[src/verilog/macr_regs.vh]
`ifndef MACR_REGS_VH
`define MACR_REGS_VH
// Register addresses
`define MACR_ADDR_W 16
`define MACR_LOW_THR_ADDR 16'h0208
`define MACR_HIGH_THR_ADDR 16'h0209
`define MACR_SENSOR_CTL_ADDR 16'h0210
`define MACR_CLOCK_CTL_ADDR 16'h0212
`define MACR_MISSION_CTL_ADDR 16'h0213
`define MACR_ALARM_STAT_ADDR 16'h0214
// Field positions
`define MACR_LOW_EN_BIT 0
`define MACR_HIGH_EN_BIT 1
`define MACR_OSC_EN_BIT 0
`define MACR_UNIT_SEC_BIT 1
`define MACR_LOG_EN_BIT 0
`define MACR_HOST_B1_BIT 1
`define MACR_FORMAT_BIT 2
`define MACR_HOST_B3_BIT 3
`define MACR_START_ON_ALARM_BIT 5
`define MACR_LOW_FLAG_BIT 0
`define MACR_HIGH_FLAG_BIT 1
// Fixed read patterns
`define MACR_ZERO_BYTE 8'h00
`define MACR_MISSION_ONES 8'hD0
`define MACR_ALARM_ONES 8'h70
`define MACR_LOW_VALID_MASK 8'hE0
// Reset values
`define MACR_THR_RESET 8'h00
`define MACR_CTL_RESET 1'b0
// Data-log memory
`define MACR_LOG_AW 17
`define MACR_LOG_BASE 17'h0_1000
`define MACR_LOG_STEP1 17'h0_0001
`define MACR_LOG_STEP2 17'h0_0002
// Timing
`define MACR_CLK_MHZ 25
`define MACR_CLOCK_STARTUP_DELAY_US 1000
`define MACR_STARTUP_W 20
`define MACR_SEC_PER_MIN 6'h3C
`define MACR_MIN_CNT_ONE 6'h01
`define MACR_MIN_CNT_ZERO 6'h00
`define MACR_STARTUP_ONE 20'h0_0001
`define MACR_STARTUP_ZERO 20'h0_0000
`endif

[src/verilog/macr_top.v]
// How it works
// - Codes are high byte/2 - 41, plus masked low byte/512 in wide format.
// - Thresholds are single bytes, low at 0208h, high at 0209h.
// - Alarm compares use only the conversion high byte, any width.
// - An alarm is raised only if value alarms and its enable is set.
// - Sensor control bits 7:2 read zero and ignore written ones.
// - High enable bit 1 set: high byte at or above high threshold sets flag.
// - Low enable bit 0 set: high byte at or below low threshold sets flag.
// - Clock control bit 0 starts the oscillator; zero stops it.
// - Mission start command forces the oscillator enable to one.
// - Enabling the oscillator while memory is cleared adds a start-up delay.
// - Clock control bit 1 picks minutes (0) or seconds (1) sample unit.
// - Clock control bits 7:2 always read zero and take no ones.
// - During a mission the three control registers ignore writes.
// - Mission control bits 7:6 always read one.
// - Start-on-alarm bit 5: 8-bit conversions until an alarm starts logging.
// - The alarming reading is logged first without advancing the sample counter.
// - Format bit 2 logs one byte when zero, two bytes when one.
// - Two-byte logging puts the high byte at the lower address.
// - Logging needs enable bit 0; log data starts at 1000h.
// - Clear memory clears both alarm flags together.
`timescale 1ns/1ps
`include "macr_regs.vh"
`default_nettype none
module macr_top #(
   parameter STARTUP_CYCLES = `MACR_CLOCK_STARTUP_DELAY_US * `MACR_CLK_MHZ
)
(
   // Clock and reset
   input wire I_MCLK,
   input wire I_RST,
   // Register access
   input wire I_WR_EN,
   input wire I_RD_EN,
   input wire [`MACR_ADDR_W-1:0] I_ADDR,
   input wire [7:0] I_WDATA,
   output reg [7:0] O_RDATA,
   // Mission commands
   input wire I_START_MISSION,
   input wire I_STOP_MISSION,
   input wire I_CLEAR_MEMORY,
   // Time base and conversions
   input wire I_SECOND_TICK,
   input wire I_CONV_VALID,
   input wire [7:0] I_TEMP_RESULT_HIGH_BYTE,
   input wire [7:0] I_TEMP_RESULT_LOW_BYTE,
   // Status and control outputs
   output wire O_OSCILLATOR_ENABLE,
   output wire O_STARTUP_BUSY,
   output wire O_UNIT_TICK,
   output wire O_CONV_WIDE,
   output wire O_MISSION_ACTIVE,
   output wire O_WAIT_ALARM,
   output wire O_MEMORY_CLEARED,
   output wire O_HIGH_ALARM_FLAG,
   output wire O_LOW_ALARM_FLAG,
   output reg O_SAMPLE_CNT_INC,
   // Data-log write port
   output reg O_LOG_WE,
   output reg [`MACR_LOG_AW-1:0] O_LOG_ADDR,
   output reg [7:0] O_LOG_DATA
);
   localparam [1:0] ST_IDLE = 2'b01;
   localparam [1:0] ST_LOW = 2'b10;
   localparam [`MACR_STARTUP_W-1:0] STARTUP_LOAD = STARTUP_CYCLES[`MACR_STARTUP_W-1:0];

   reg [7:0] low_thr_r;
   reg [7:0] high_thr_r;
   reg low_alarm_enable_r;
   reg high_alarm_enable_r;
   reg oscillator_enable_r;
   reg sample_unit_seconds_r;
   reg logging_enable_r;
   reg log_format_select_r;
   reg start_on_alarm_r;
   reg host_b1_r;
   reg host_b3_r;
   reg mission_r;
   reg wait_alarm_r;
   reg memclr_r;
   reg high_alarm_flag_r;
   reg low_alarm_flag_r;
   reg [`MACR_STARTUP_W-1:0] startup_r;
   reg [5:0] min_cnt_r;
   reg [1:0] state_r;
   reg [1:0] state_nxt;
   reg [`MACR_LOG_AW-1:0] log_ptr_r;
   reg [7:0] low_byte_r;
   wire ctl_wr_ok;
   wire running;
   wire hi_hit;
   wire lo_hit;
   wire hi_alarm;
   wire lo_alarm;
   wire sample_ev;
   wire log_ev;
   wire osc_rise;

   // Control registers refuse writes while a mission runs
   assign ctl_wr_ok = I_WR_EN & ~mission_r;
   // Alarm compares only after the start-up delay has expired
   assign running = mission_r & (startup_r == `MACR_STARTUP_ZERO);
   assign hi_hit = I_TEMP_RESULT_HIGH_BYTE >= high_thr_r;
   assign lo_hit = I_TEMP_RESULT_HIGH_BYTE <= low_thr_r;
   assign hi_alarm = hi_hit & high_alarm_enable_r;
   assign lo_alarm = lo_hit & low_alarm_enable_r;
   assign sample_ev = I_CONV_VALID & running;
   // A conversion arriving mid two-byte write is dropped; samples are at least a second apart
   assign log_ev = sample_ev & logging_enable_r & (state_r == ST_IDLE) &
      (~wait_alarm_r | hi_alarm | lo_alarm);
   assign osc_rise = ~oscillator_enable_r &
      ((ctl_wr_ok & (I_ADDR == `MACR_CLOCK_CTL_ADDR) & I_WDATA[`MACR_OSC_EN_BIT]) |
      (I_START_MISSION & ~mission_r));

   assign O_OSCILLATOR_ENABLE = oscillator_enable_r;
   assign O_STARTUP_BUSY = (startup_r != `MACR_STARTUP_ZERO);
   assign O_CONV_WIDE = log_format_select_r & ~wait_alarm_r;
   assign O_MISSION_ACTIVE = mission_r;
   assign O_WAIT_ALARM = wait_alarm_r;
   assign O_MEMORY_CLEARED = memclr_r;
   assign O_HIGH_ALARM_FLAG = high_alarm_flag_r;
   assign O_LOW_ALARM_FLAG = low_alarm_flag_r;
   // Minutes unit divides the seconds tick by sixty
   assign O_UNIT_TICK = I_SECOND_TICK & oscillator_enable_r &
      (sample_unit_seconds_r | (min_cnt_r == `MACR_MIN_CNT_ZERO));

   // Threshold and control registers
   always @(posedge I_MCLK)
   begin
      if (I_RST)
      begin
         low_thr_r <= `MACR_THR_RESET;
         high_thr_r <= `MACR_THR_RESET;
         low_alarm_enable_r <= `MACR_CTL_RESET;
         high_alarm_enable_r <= `MACR_CTL_RESET;
         oscillator_enable_r <= `MACR_CTL_RESET;
         sample_unit_seconds_r <= `MACR_CTL_RESET;
         logging_enable_r <= `MACR_CTL_RESET;
         log_format_select_r <= `MACR_CTL_RESET;
         start_on_alarm_r <= `MACR_CTL_RESET;
         host_b1_r <= `MACR_CTL_RESET;
         host_b3_r <= `MACR_CTL_RESET;
      end
      else
      begin
         if (I_WR_EN && I_ADDR == `MACR_LOW_THR_ADDR)
         begin
            low_thr_r <= I_WDATA;
         end
         if (I_WR_EN && I_ADDR == `MACR_HIGH_THR_ADDR)
         begin
            high_thr_r <= I_WDATA;
         end
         // Upper bits are never stored, so they read back as zero
         if (ctl_wr_ok && I_ADDR == `MACR_SENSOR_CTL_ADDR)
         begin
            low_alarm_enable_r <= I_WDATA[`MACR_LOW_EN_BIT];
            high_alarm_enable_r <= I_WDATA[`MACR_HIGH_EN_BIT];
         end
         if (I_START_MISSION && !mission_r)
         begin
            oscillator_enable_r <= 1'b1;
         end
         else if (ctl_wr_ok && I_ADDR == `MACR_CLOCK_CTL_ADDR)
         begin
            oscillator_enable_r <= I_WDATA[`MACR_OSC_EN_BIT];
         end
         if (ctl_wr_ok && I_ADDR == `MACR_CLOCK_CTL_ADDR)
         begin
            sample_unit_seconds_r <= I_WDATA[`MACR_UNIT_SEC_BIT];
         end
         if (ctl_wr_ok && I_ADDR == `MACR_MISSION_CTL_ADDR)
         begin
            logging_enable_r <= I_WDATA[`MACR_LOG_EN_BIT];
            host_b1_r <= I_WDATA[`MACR_HOST_B1_BIT];
            log_format_select_r <= I_WDATA[`MACR_FORMAT_BIT];
            host_b3_r <= I_WDATA[`MACR_HOST_B3_BIT];
            start_on_alarm_r <= I_WDATA[`MACR_START_ON_ALARM_BIT];
         end
      end
   end

   // Mission state, memory-cleared state and alarm flags
   always @(posedge I_MCLK)
   begin
      if (I_RST)
      begin
         mission_r <= 1'b0;
         wait_alarm_r <= 1'b0;
         memclr_r <= 1'b0;
         high_alarm_flag_r <= 1'b0;
         low_alarm_flag_r <= 1'b0;
      end
      else
      begin
         if (I_START_MISSION && !mission_r)
         begin
            mission_r <= 1'b1;
            wait_alarm_r <= start_on_alarm_r;
            memclr_r <= 1'b0;
         end
         else if (I_STOP_MISSION)
         begin
            mission_r <= 1'b0;
         end
         else if (I_CLEAR_MEMORY && !mission_r)
         begin
            memclr_r <= 1'b1;
         end
         if (sample_ev && wait_alarm_r && (hi_alarm || lo_alarm))
         begin
            wait_alarm_r <= 1'b0;
         end
         // A flag set in the same cycle as a clear wins
         if (sample_ev && hi_alarm)
         begin
            high_alarm_flag_r <= 1'b1;
         end
         else if (I_CLEAR_MEMORY && !mission_r)
         begin
            high_alarm_flag_r <= 1'b0;
         end
         if (sample_ev && lo_alarm)
         begin
            low_alarm_flag_r <= 1'b1;
         end
         else if (I_CLEAR_MEMORY && !mission_r)
         begin
            low_alarm_flag_r <= 1'b0;
         end
      end
   end

   // Start-up delay and minute prescaler
   always @(posedge I_MCLK)
   begin
      if (I_RST)
      begin
         startup_r <= `MACR_STARTUP_ZERO;
         min_cnt_r <= `MACR_MIN_CNT_ZERO;
      end
      else
      begin
         if (osc_rise && memclr_r)
         begin
            startup_r <= STARTUP_LOAD;
         end
         else if (!oscillator_enable_r)
         begin
            startup_r <= `MACR_STARTUP_ZERO;
         end
         else if (startup_r != `MACR_STARTUP_ZERO)
         begin
            startup_r <= startup_r - `MACR_STARTUP_ONE;
         end
         if (I_SECOND_TICK && oscillator_enable_r)
         begin
            if (min_cnt_r == `MACR_SEC_PER_MIN - `MACR_MIN_CNT_ONE)
            begin
               min_cnt_r <= `MACR_MIN_CNT_ZERO;
            end
            else
            begin
               min_cnt_r <= min_cnt_r + `MACR_MIN_CNT_ONE;
            end
         end
      end
   end

   // Data-log writer
   always @*
   begin
      state_nxt = state_r;
      case (state_r)
         ST_IDLE:
         begin
            if (log_ev && log_format_select_r)
            begin
               state_nxt = ST_LOW;
            end
         end
         ST_LOW:
         begin
            state_nxt = ST_IDLE;
         end
         default:
         begin
            state_nxt = ST_IDLE;
         end
      endcase
   end

   always @(posedge I_MCLK)
   begin
      if (I_RST)
      begin
         state_r <= ST_IDLE;
         log_ptr_r <= `MACR_LOG_BASE;
         low_byte_r <= `MACR_ZERO_BYTE;
         O_LOG_WE <= 1'b0;
         O_LOG_ADDR <= `MACR_LOG_BASE;
         O_LOG_DATA <= `MACR_ZERO_BYTE;
         O_SAMPLE_CNT_INC <= 1'b0;
      end
      else
      begin
         state_r <= state_nxt;
         O_LOG_WE <= 1'b0;
         O_SAMPLE_CNT_INC <= 1'b0;
         if (I_START_MISSION && !mission_r)
         begin
            log_ptr_r <= `MACR_LOG_BASE;
         end
         else if (state_r == ST_LOW)
         begin
            O_LOG_WE <= 1'b1;
            O_LOG_ADDR <= log_ptr_r + `MACR_LOG_STEP1;
            O_LOG_DATA <= low_byte_r;
            log_ptr_r <= log_ptr_r + `MACR_LOG_STEP2;
         end
         else if (log_ev)
         begin
            O_LOG_WE <= 1'b1;
            O_LOG_ADDR <= log_ptr_r;
            O_LOG_DATA <= I_TEMP_RESULT_HIGH_BYTE;
            // Only the three top bits of the low byte carry resolution
            low_byte_r <= wait_alarm_r ? `MACR_ZERO_BYTE :
               (I_TEMP_RESULT_LOW_BYTE & `MACR_LOW_VALID_MASK);
            O_SAMPLE_CNT_INC <= ~wait_alarm_r;
            if (!log_format_select_r)
            begin
               log_ptr_r <= log_ptr_r + `MACR_LOG_STEP1;
            end
         end
      end
   end

   // Register read port
   always @(posedge I_MCLK)
   begin
      if (I_RST)
      begin
         O_RDATA <= `MACR_ZERO_BYTE;
      end
      else if (I_RD_EN)
      begin
         case (I_ADDR)
            `MACR_LOW_THR_ADDR: O_RDATA <= low_thr_r;
            `MACR_HIGH_THR_ADDR: O_RDATA <= high_thr_r;
            `MACR_SENSOR_CTL_ADDR: O_RDATA <= {6'h00, high_alarm_enable_r, low_alarm_enable_r};
            `MACR_CLOCK_CTL_ADDR: O_RDATA <= {6'h00, sample_unit_seconds_r, oscillator_enable_r};
            `MACR_MISSION_CTL_ADDR: O_RDATA <= `MACR_MISSION_ONES | {2'b00, start_on_alarm_r, 1'b0,
               host_b3_r, log_format_select_r, host_b1_r, logging_enable_r};
            `MACR_ALARM_STAT_ADDR: O_RDATA <= `MACR_ALARM_ONES |
               {6'h00, high_alarm_flag_r, low_alarm_flag_r};
            default: O_RDATA <= `MACR_ZERO_BYTE;
         endcase
      end
   end
endmodule // macr_top
`default_nettype wire
[config.mk]
export PLATFORM = sky130hd
export DESIGN_NAME = macr_top
export DESIGN_NICKNAME = d
export VERILOG_FILES = /design/src/verilog/macr_top.v
export VERILOG_INCLUDE_DIRS = /design/src /design/src/verilog
export SDC_FILE = /design/constraint.sdc
export NUM_CORES = 1
export LEC_CHECK = 0
export ABC_AREA = 1
export BUFFER_PORTS_ARGS = -buffer_cell sky130_fd_sc_hd__buf_2
export CAP_MARGIN = 10
export CORE_UTILIZATION = 53
export CTS_BUF_LIST = sky130_fd_sc_hd__clkbuf_4 sky130_fd_sc_hd__clkbuf_8
export DETAILED_ROUTE_END_ITERATION = 10
export GPL_TIMING_DRIVEN = 0
export PLACE_DENSITY_LB_ADDON = 0.2
export SLEW_MARGIN = 15
export SYNTH_ARGS = -nofsm -noshare
export SYNTH_HDL_FRONTEND = slang
export SYNTH_SLANG_ARGS = --single-unit
[constraint.sdc]
create_clock -name I_MCLK -period 2.4 [get_ports I_MCLK]
set_input_delay 0.24 -clock I_MCLK [delete_from_list [all_inputs] [get_ports I_MCLK]]
set_output_delay 0.24 -clock I_MCLK [all_outputs]
set_load 0.02 [all_outputs]
==> key figures, run 1 <==
Status
  • Status: finished, violations left
  • Failing checks: design-rule violations

Global route
  • First-pass GRT wire length: 28000 um
  • Grt total ovfl: 0
  • GRT Util Overall: 28.7%
  • Vias in the first global route: 5663
  • Largest net degree at the start of global routing: 17
  • Initial antenna violation count: 0

Job
  • Max Cap Viol: 0

Floorplan
  • Core Area: 0.0116 mm^2
  • IO Count: 93
  • Die height: 112 um
  • Starting Density: 55.2%
  • DIE AREA: 0.0125 mm^2
  • Die Width: 112 um
  • Row count: 39

STA
  • Clock Skew: 0.00878 ns
  • Final setup margin: 0.132 ns
  • Unrepaired setup endpoints after global routing: true
  • Worst slew pin tran: 0.662 ns
  • Final Slew Violations: 0
  • Tmin final: 2.27 ns
  • WHS: 0.0150 ns
  • Final setup violation count: 0
  • Final Hold Fails: 0
  • Max transition margin: 55.9%
  • Peak Freq: 441 MHz
  • Period utilisation layout: 94.5%

Route
  • Initial DRT Pass Iterations: 8
  • Via count: 6376
  • DR DRC count: 4
  • Initial DRC count: 570
  • Final wirelength: 17300 um
  • Vias per inst: 5.27
  • Final antenna-violating net count: 0
  • Routed len/inst: 14.3 um

Pwr
  • Switch Pwr: 0.00236 W
  • Sequential share of power: 35.3%
  • Internal power: 0.00376 W
  • Power Dens Cells: 826 mW/mm^2
  • Switch share: 38.6%
  • Clk network pwr share: 27.8%
  • Leakage: 3.36 nW
  • Combinational power share: 36.9%
  • Power Total: 0.00612 W
  • VDD IR max: 524 uV

Placed design
  • Detailed Place HPWL: 12900 um
  • DP Cell Count: 1178
  • Pre-CTS WS: 0.0454 ns
  • Gp weighted congestion: 0.976
  • IO Port Bufs: 87

Yosys
  • Ranking of synthesized cells by area: dfxtp_1 (35%), nand2_1 (12%), nor2_1 (7.4%)
  • Syn Area/Cell: 6.77 um^2
  • #FFs+latches synth: 113
  • Cell area after synthesis: 0.00641 mm^2
  • Post-synth net total: 1020
  • Ys Warns: 0
  • EDFF count, synth: 0
  • Distinct cell type count after synthesis: 37
  • Gate Count Post-Synth: 948
  • Most frequent cell after synthesis: nand2_1
  • Cell taking the most area after synthesis: dfxtp_1
  • Dominant synthesized flop cell: dfxtp_1
  • Synth top area share: 35.3%
  • Async SR Flop Fraction: 0%
  • Synth top cells by count: nand2_1 (197), nor2_1 (126), inv_1 (119)
  • Seq/Total Area, Yosys: 35.3%

CTS
  • Clk root buf: clkbuf_8
  • Total CTS buffers: 17
  • Setup bufs post-CTS: 0
  • H-tree depth: 4
  • CTS tree: yes
  • CTS Sinks: 113
  • CTS clk-pin slew, worst paths: 0.07 ns
  • Clk buf depth: 2
  • Worst skew pair latency: 0.45 ns

Finish
  • FF/Latch Area: 0.00226 mm^2
  • Layout net count: 1125
  • Non-filler cells, final: 1209
  • Multi-input logic area: 0.00355 mm^2
  • Share of layout cells above drive strength 1: 15.9%
  • Area Overhead vs Synth: 15.5%
  • Finished Core Util: 63.8%
  • Number of fill cells: 1138
  • Diodes inserted: 0

Critical path
  • Crit Path Category: reg2reg
  • Worst EP required: 2.75 ns
  • Crit-path most repeated cell: nand2_1
  • Crit path max fanout: 10
  • Critical path endpoint category: flip-flop
  • Max incr delay on CP: 0.31 ns
  • Worst setup SP type: flip-flop
  • Cell Chain, Critical Path: inv_1 -> ha_1 -> a21oi_2 -> nor2_1 -> nor2_1 -> nand2_1 -> nand2_1 -> nand2_1 -> nand3_4 -> nand2_4 -> nand2_4 -> buf_2 -> nand3_1 -> nand2_1 -> nor2_1
  • Slowest CP cell: dfxtp_1
  • WP data arrival: 2.62 ns

Min path
  • Hold Crit Class: in2reg
## power by group through the flow
stage / combinational, W / clock [W] / sequential [W]
2_1_floorplan: 0.00176 / 0 / 0.00217
3_3_place_gp: 0.00220 / 0 / 0.00219
3_5_place_dp: 0.00222 / 0 / 0.00219
4_1_cts: 0.00223 / 0.00173 / 0.00215
5_1_grt: 0.00256 / 0.00182 / 0.00217
6_report: 0.00226 / 0.00170 / 0.00216
## state kept, by name, indices dropped and copies added (netlist names), 2 cells and up
| register | count |
|---|---|
| O_LOG_ADDR | 17 |
| O_LOG_DATA | 8 |
| O_RDATA | 8 |
| high_thr_r | 8 |
| log_ptr_r | 17 |
| low_byte_r | 3 |
| low_thr_r | 8 |
| min_cnt_r | 6 |
| startup_r | 20 |
| state_r | 2 |
## path summary, 6_finish.rpt
check                        startpoint  slack, ns  cells after the start             end
max                        low_thr_r[5]       0.13                     15  O_LOG_ADDR[16]
min          I_TEMP_RESULT_HIGH_BYTE[0]       0.02                      3   O_LOG_DATA[0]
max reg2reg                low_thr_r[5]       0.13                     15  O_LOG_ADDR[16]
min reg2reg              O_LOG_ADDR[12]       0.46                      2  O_LOG_ADDR[12]
## metal layers
| metal | up-vias | track usage, % | part of all wire [%] |
|---|---|---|---|
| li1 | 3270 | - | - |
| met2 | 246 | 43.6 | 43 |
| met3 | 38 | 5.94 | 8.3 |
| met4 | 0 | 11.0 | 2.4 |
| met1 | 2822 | 40.0 | 47 |
| met5 | - | 0 | 0 |
## cell type report
cell class	instances	share of cell area, %
clock inverter	6	0.743
buffer	31	1.89
sequential	113	30.5
clock buffer	26	4.32
multi-input combinational	680	48.0
inverter	123	6.23
tap	143	2.42
timing repair buffer	87	5.88
## cell families (layout without fill, tap and decap cells)
logic type      after synthesis  after routing  synth area share, %
simple gates                452            452                 31.8
compound gates              168            168                 13.8
buf+inv                     155            273                 9.54
flops                       113            113                 35.3
xor+xnor                     33             33                 4.51
fa+ha+maj                    23             23                 4.49
mux                           4              4                0.624
## per-stage QoR
stage / area, um^2 / setup TNS [ns]
5_1_grt: 7410 / -0.0111
3_5_place_dp: 7030 / 0
2_1_floorplan: 6410 / 0
6_report: 7410 / 0
4_1_cts: 7400 / 0
3_3_place_gp: 7030 / 0
## placed cells by master (no fill, tap or decap), types with 5 or more instances in the layout
cell type	count
clkbuf_1	18
nand3_2	7
o21ai_0	59
nand3b_1	5
dfxtp_1	113
ha_1	23
nor3_1	17
xor2_1	27
nand3_1	54
a21oi_1	88
clkbuf_8	20
nand4_1	14
inv_1	118
clkbuf_4	6
xnor2_1	6
nand2_1	197
clkinv_2	5
nor2_1	125
buf_2	93
nor2_2	12
o22ai_1	6
## repair_timing
action | 4_1_cts | 5_1_grt
hold buffers | 0 | 0
resized for setup | 0 | 6
endpoints found under the setup margin | 0 | 29
## critical path: cells and delay by family, from the launching register on
family / cells / cell delay (ns)
AO/OA/AOI/OAI: 1 / 0.16
buffers and inverters: 2 / 0.33
flip-flops: 1 / 0.31
adder cells (fa/ha/maj): 1 / 0.30
AND/OR/NAND/NOR: 11 / 1.03
Power figures use the tool's default switching activity.
==> run 2: changes to the inputs <==
--- a/config.mk
+++ b/config.mk
@@ -11,9 +11,11 @@
 export CAP_MARGIN = 10
 export CORE_UTILIZATION = 53
 export CTS_BUF_LIST = sky130_fd_sc_hd__clkbuf_4 sky130_fd_sc_hd__clkbuf_8
+export CTS_CLUSTER_SIZE = 10
 export DETAILED_ROUTE_END_ITERATION = 10
 export GPL_TIMING_DRIVEN = 0
-export PLACE_DENSITY_LB_ADDON = 0.2
+export HOLD_SLACK_MARGIN = 0.15
+export PLACE_DENSITY = 0.76
 export SLEW_MARGIN = 15
 export SYNTH_ARGS = -nofsm -noshare
 export SYNTH_HDL_FRONTEND = slang
==> run 2 against run 1 <==
Net effect:
- sequential cell count did not move
- combinational power rose by 2%
- register-to-register slack improved by 0.02 ns
- clock-buffer cell count did not move
- clock skew fell by 0.0017 ns
- sequential power barely moved
- largest cell class unchanged
- fmax rose by 0.50%
- critical path depth rose by 4
- design area rose by 3.0%
- cell count rose by 1.9%
- clock power fell by 4%
- the flow still finishes with violations (design-rule violations)
- via count rose by 2.3%
==> key figures, run 2 (same netlist as run 1, synthesis figures left out) <==
Status
  • Status: finished, violations left
  • Failing checks: design-rule violations

Pwr
  • Leakage: 3.45 nW
  • Power Dens Cells: 797 mW/mm^2
  • VDD IR max: 509 uV

Finish
  • Biggest regs: startup_r (20), O_LOG_ADDR (17), log_ptr_r (17)
  • Area Overhead vs Synth: 19.0%
  • Share of layout cells above drive strength 1: 16.0%
  • Largest register FFs: 20
  • Number of fill cells: 1061
  • Layout net count: 1148
  • Most common cell after layout, fill and taps aside: nand2_1
  • Highest-count cells in the layout ignoring fill and taps: nand2_1 (197), nor2_1 (125), inv_1 (118)
  • Top reg by flops: startup_r
  • Multi-input logic area: 0.00357 mm^2
  • Diodes inserted: 0
  • FF/Latch Area: 0.00226 mm^2

Route
  • Initial DRC count: 506
  • Initial DRT Pass Iterations: 8
  • Routed len/inst: 14.7 um
  • Vias per inst: 5.29
  • DR DRC count: 4
  • Final wirelength: 18100 um
  • Via count: 6523
  • Final antenna-violating net count: 0

CTS
  • Worst skew pair latency: 0.45 ns
  • CTS clk-pin slew, worst paths: 0.07 ns
  • Clk root buf: clkbuf_8
  • CTS Sinks: 113
  • Clk buf depth: 2
  • H-tree depth: 4
  • Total CTS buffers: 17
  • CTS tree: yes

STA
  • Clock Skew: 0.00711 ns
  • Final Hold Fails: 0
  • Setup TNS: 0 ns
  • Final Slew Violations: 0
  • Worst slew pin tran: 0.706 ns
  • Final setup violation count: 0
  • Max transition margin: 53.0%
  • Period utilisation layout: 94.0%
  • Tmin final: 2.26 ns
  • WHS: 0.167 ns
  • Unrepaired setup endpoints after global routing: false
  • Peak Freq: 443 MHz

Global route
  • First-pass GRT wire length: 28900 um
  • Grt total ovfl: 0
  • Initial antenna violation count: 0
  • GRT Util Overall: 29.6%
  • Largest net degree at the start of global routing: 17
  • Vias in the first global route: 5898

Critical path
  • Critical path endpoint category: flip-flop
  • Worst setup SP type: input pin
  • Crit Path Category: in2reg
  • WP data arrival: 2.56 ns
  • Crit path max fanout: 10
  • Worst EP required: 2.70 ns

Floorplan
  • IO Count: 93
  • Die Width: 112 um
  • DIE AREA: 0.0125 mm^2
  • Core Area: 0.0116 mm^2
  • Die height: 112 um
  • Starting Density: 55.2%
  • Row count: 39

Job
  • Max Cap Viol: 0

Placed design
  • Gp weighted congestion: 0.965
  • IO Port Bufs: 87
  • Detailed Place HPWL: 13300 um

Min path
  • Hold Crit Class: in2reg
==> run 2: cell types whose count changed in the layout (fill, tap and decap cells not counted) <==
cell	before	now
buf_2	93	92
clkinv_2	5	6
a21oi_1	88	89
a21oi_2	1	0
inv_2	4	5
buf_8	0	1
bufinv_16	1	0
dlygate4sd3_1	0	19
nand2_4	4	2
buf_4	0	3
clkinv_1	1	0
nand2_8	0	2
clkbuf_8	20	21
==> run 2: layout make-up <==
| class | instances | share of cell area [%] |
|---|---|---|
| plain buffers | 32 | 2.07 |
| clock buffers | 26 | 4.28 |
| clock inverters | 6 | 0.393 |
| inverters | 123 | 6.05 |
| multi-input cells | 680 | 46.7 |
| flip-flops and latches | 113 | 29.6 |
| well taps | 143 | 2.34 |
| repair buffers | 109 | 8.49 |
==> run 2: path summary, 6_finish.rpt <==
kind | start | endpoint | slack, ns | depth (start not counted)
worst max-delay path | I_TEMP_RESULT_HIGH_BYTE[2] | O_LOG_ADDR[12] | 0.14 | 19
worst min-delay path | I_SECOND_TICK | min_cnt_r[0] | 0.17 | 4
worst max register to register | low_thr_r[7] | O_LOG_ADDR[12] | 0.15 | 15
worst min register to register | O_LOG_DATA[4] | O_LOG_DATA[4] | 0.46 | 2
==> run 2: through the flow <==
stage	setup slack (ns)	cell area, um^2	total power, W	instances	utilization (%)
after floorplan	0.392	6410	0.00392	948	-
after global placement	0.0908	7030	0.00439	1178	60.5
after detailed placement	0.0501	7030	0.00444	1178	60.5
after CTS	0.0244	7580	0.00608	1229	65.2
after global routing	0.00754	7630	0.00654	1232	65.7
final	0.143	7630	0.00608	1232	65.7
==> run 2: where the power goes <==
group	internal (W)	switching [W]	total [W]
registers	0.00201	0.000142	0.00215
logic	0.000804	0.00150	0.00230
clock network	0.000869	0.000761	0.00163
total	0.00369	0.00240	0.00608
==> run 2: routing by layer <==
layer	global-route usage [%]	wire, um	vias up
met2	47.6	8200	263
met3	7.88	1430	44
met1	38.3	8040	2900
met4	10.8	407	0
met5	0	0	-
li1	-	-	3316
==> run 2: critical path: stages <==
cell	delay (ns)
dlygate4sd3_1	0.53
buf_2	0.15
ha_1	0.28
nand2_1	0.06
inv_1	0.05
nand2_1	0.06
nand2_1	0.05
nand2_1	0.05
nand2_1	0.04
nand2_1	0.10
nand2_1	0.12
nand3_4	0.13
nand2_4	0.10
nand2_8	0.12
nand2_4	0.05
buf_6	0.14
buf_8	0.15
nand2_1	0.06
nand3_1	0.07
==> run 2: timing repair <==
| action | 4_1_cts | 5_1_grt |
|---|---|---|
| gates resized for setup | 0 | 10 |
| hold endpoints to repair | 38 | 0 |
| hold buffers | 19 | 0 |
| setup buffers | 0 | 3 |
| endpoints found under the setup margin | 0 | 37 |
==> run 3: changes to the inputs <==
--- a/config.mk
+++ b/config.mk
@@ -7,7 +7,7 @@
 export NUM_CORES = 1
 export LEC_CHECK = 0
 export ABC_AREA = 1
-export BUFFER_PORTS_ARGS = -buffer_cell sky130_fd_sc_hd__buf_2
+export BUFFER_PORTS_ARGS = -buffer_cell sky130_fd_sc_hd__buf_4
 export CAP_MARGIN = 10
 export CORE_UTILIZATION = 53
 export CTS_BUF_LIST = sky130_fd_sc_hd__clkbuf_4 sky130_fd_sc_hd__clkbuf_8
==> run 3 against run 2 <==
Net effect:
- the flow still finishes with violations (design-rule violations)
- utilization up 2.8 points
- clock-buffer cell count down 4
- hold slack better by 0.0079 ns
- total power up 7.7%
- non-clock buffer count up 4
- routed wire length down 0.43%
- die area unchanged
- critical path depth down 2
- register-to-register slack better by 0.04 ns
- critical endpoint unchanged
- largest cell class unchanged
- highest routed layer unchanged
==> key figures, run 3 (same netlist as run 1, synthesis figures left out) <==
Status
  • Status: finished, violations left
  • Failing checks: design-rule violations

Floorplan
  • Starting Density: 55.2%
  • DIE AREA: 0.0125 mm^2
  • Core Area: 0.0116 mm^2
  • Die height: 112 um
  • Die Width: 112 um
  • Row count: 39
  • IO Count: 93

STA
  • Tmin final: 2.26 ns
  • Period utilisation layout: 94.1%
  • Max transition margin: 52.2%
  • Final setup violation count: 0
  • Setup TNS: 0 ns
  • Worst slew pin tran: 0.717 ns
  • Final Hold Fails: 0
  • Peak Freq: 443 MHz
  • Clock Skew: 0.0100 ns
  • Unrepaired setup endpoints after global routing: false
  • Final Slew Violations: 0

Finish
  • Number of fill cells: 1030
  • Largest register FFs: 20
  • FF/Latch Area: 0.00226 mm^2
  • Share of layout cells above drive strength 1: 16.4%
  • Multi-input logic area: 0.00357 mm^2
  • Most common cell after layout, fill and taps aside: nand2_1
  • Top reg by flops: startup_r
  • Biggest regs: startup_r (20), O_LOG_ADDR (17), log_ptr_r (17)
  • Layout net count: 1152
  • Diodes inserted: 0
  • Non-filler cells, final: 1236
  • Post-route cell area: 0.00796 mm^2
  • Highest-count cells in the layout ignoring fill and taps: nand2_1 (195), nor2_1 (125), inv_1 (118)
  • Area Overhead vs Synth: 24.0%

CTS
  • Total CTS buffers: 17
  • CTS clk-pin slew, worst paths: 0.07 ns
  • H-tree depth: 4
  • Clk root buf: clkbuf_8
  • Worst skew pair latency: 0.45 ns
  • CTS Sinks: 113
  • Clk buf depth: 2
  • CTS tree: yes

Placed design
  • IO Port Bufs: 87
  • Detailed Place HPWL: 13200 um
  • Gp weighted congestion: 0.962
  • DP Area: 0.00725 mm^2
  • DP Cell Count: 1178

Route
  • Vias per inst: 5.28
  • Final antenna-violating net count: 0
  • DR DRC count: 4
  • Initial DRT Pass Iterations: 8
  • Final wirelength: 18000 um
  • Initial DRC count: 562
  • Via count: 6526
  • Routed len/inst: 14.6 um

Pwr
  • Power Dens Cells: 823 mW/mm^2
  • Power Total: 0.00655 W
  • Leakage: 3.53 nW
  • VDD IR max: 528 uV

Job
  • Max Cap Viol: 0

Global route
  • GR peak layer: met2
  • Met2 GRT Util: 46.6%
  • Largest net degree at the start of global routing: 17
  • First-pass GRT wire length: 29000 um
  • Vias in the first global route: 5833
  • GRT Util Overall: 29.6%
  • Grt total ovfl: 0
  • Met1 Use GR: 39.9%
  • Met3 usage: 6.48%
  • Initial antenna violation count: 0

Min path
  • Hold Crit Class: in2reg

Critical path
  • Worst EP required: 2.71 ns
  • Crit path max fanout: 10
  • Critical path endpoint category: flip-flop
  • WP data arrival: 2.57 ns
  • Worst setup SP type: input pin
  • Crit Path Category: in2reg
-- run 3: changes by cell type in the layout (fill, tap and decap cells not counted), moves of 2 or more --
cell / change
bufinv_16: +3
buf_4: +90
nand2_1: -2
nand2_2: +2
clkinvlp_4: +3
clkbuf_4: -2
buf_2: -88
clkinv_2: -2
-- run 3: metal layers --
| layer | share of wire, % | wire, um | vias to the layer above |
|---|---|---|---|
| li1 | - | - | 3322 |
| met1 | 46 | 8210 | 2903 |
| met2 | 45 | 8080 | 258 |
| met3 | 7.1 | 1280 | 43 |
| met4 | 2.4 | 430 | 0 |
| met5 | 0 | 0 | - |
-- run 3: worst paths after layout --
| check | from | to | slack, ns | cells after the start |
|---|---|---|---|---|
| worst max-delay path | I_TEMP_RESULT_HIGH_BYTE[3] | O_LOG_ADDR[12] | 0.14 | 17 |
| worst min-delay path | I_SECOND_TICK | min_cnt_r[1] | 0.18 | 3 |
| worst max register to register | low_thr_r[7] | O_LOG_ADDR[12] | 0.19 | 15 |
| worst min register to register | O_LOG_DATA[2] | O_LOG_DATA[2] | 0.46 | 2 |
-- run 3: repair_timing --
item | CTS | global route
hold buffers | 20 | 0
hold endpoints to repair | 42 | 0
gates resized for setup | 0 | 13
endpoints found under the setup margin | 0 | 37
setup buffers | 0 | 6
-- run 3: metrics by stage --
stage                     utilization, %  setup WS [ns]  hold slack (ns)
after floorplan                        -          0.392            0.350
after global placement              62.4          0.104            0.449
after detailed placement            62.4          0.103            0.452
after CTS                           67.8         0.0268            0.162
after global routing                68.5        0.00136            0.184
final                               68.5          0.142            0.175
-- run 3: where the power goes --
part | total, W | switching [W] | leakage, nW | internal (W)
Clock | 0.00192 | 0.000801 | 0.211 | 0.00112
Sequential | 0.00215 | 0.000140 | 0.913 | 0.00201
Combinational | 0.00248 | 0.00152 | 2.40 | 0.000957
-- run 3: worst max-delay path, stage by stage --
cell           delay [ns]
dlygate4sd3_1        0.54
buf_4                0.16
ha_1                 0.31
a21oi_1              0.16
nand2_1              0.07
nand2_1              0.05
nand2_1              0.05
nand2_1              0.10
nand2_2              0.09
nand3_4              0.14
nand2_4              0.09
nand2_8              0.11
nand2_4              0.06
buf_6                0.14
buf_8                0.15
nand2_1              0.06
nand3_1              0.05
-- run 3: area by class of cell --
class                           instances  share of cell area (%)
Sequential cell                       113                    28.4
Clock inverter                         10                    1.67
Inverter                              123                    5.80
Multi-Input combinational cell        680                    44.9
Timing Repair Buffer                  113                    11.3
Clock buffer                           22                    3.65
Tap cell                              143                    2.25
Buffer                                 32                    2.01
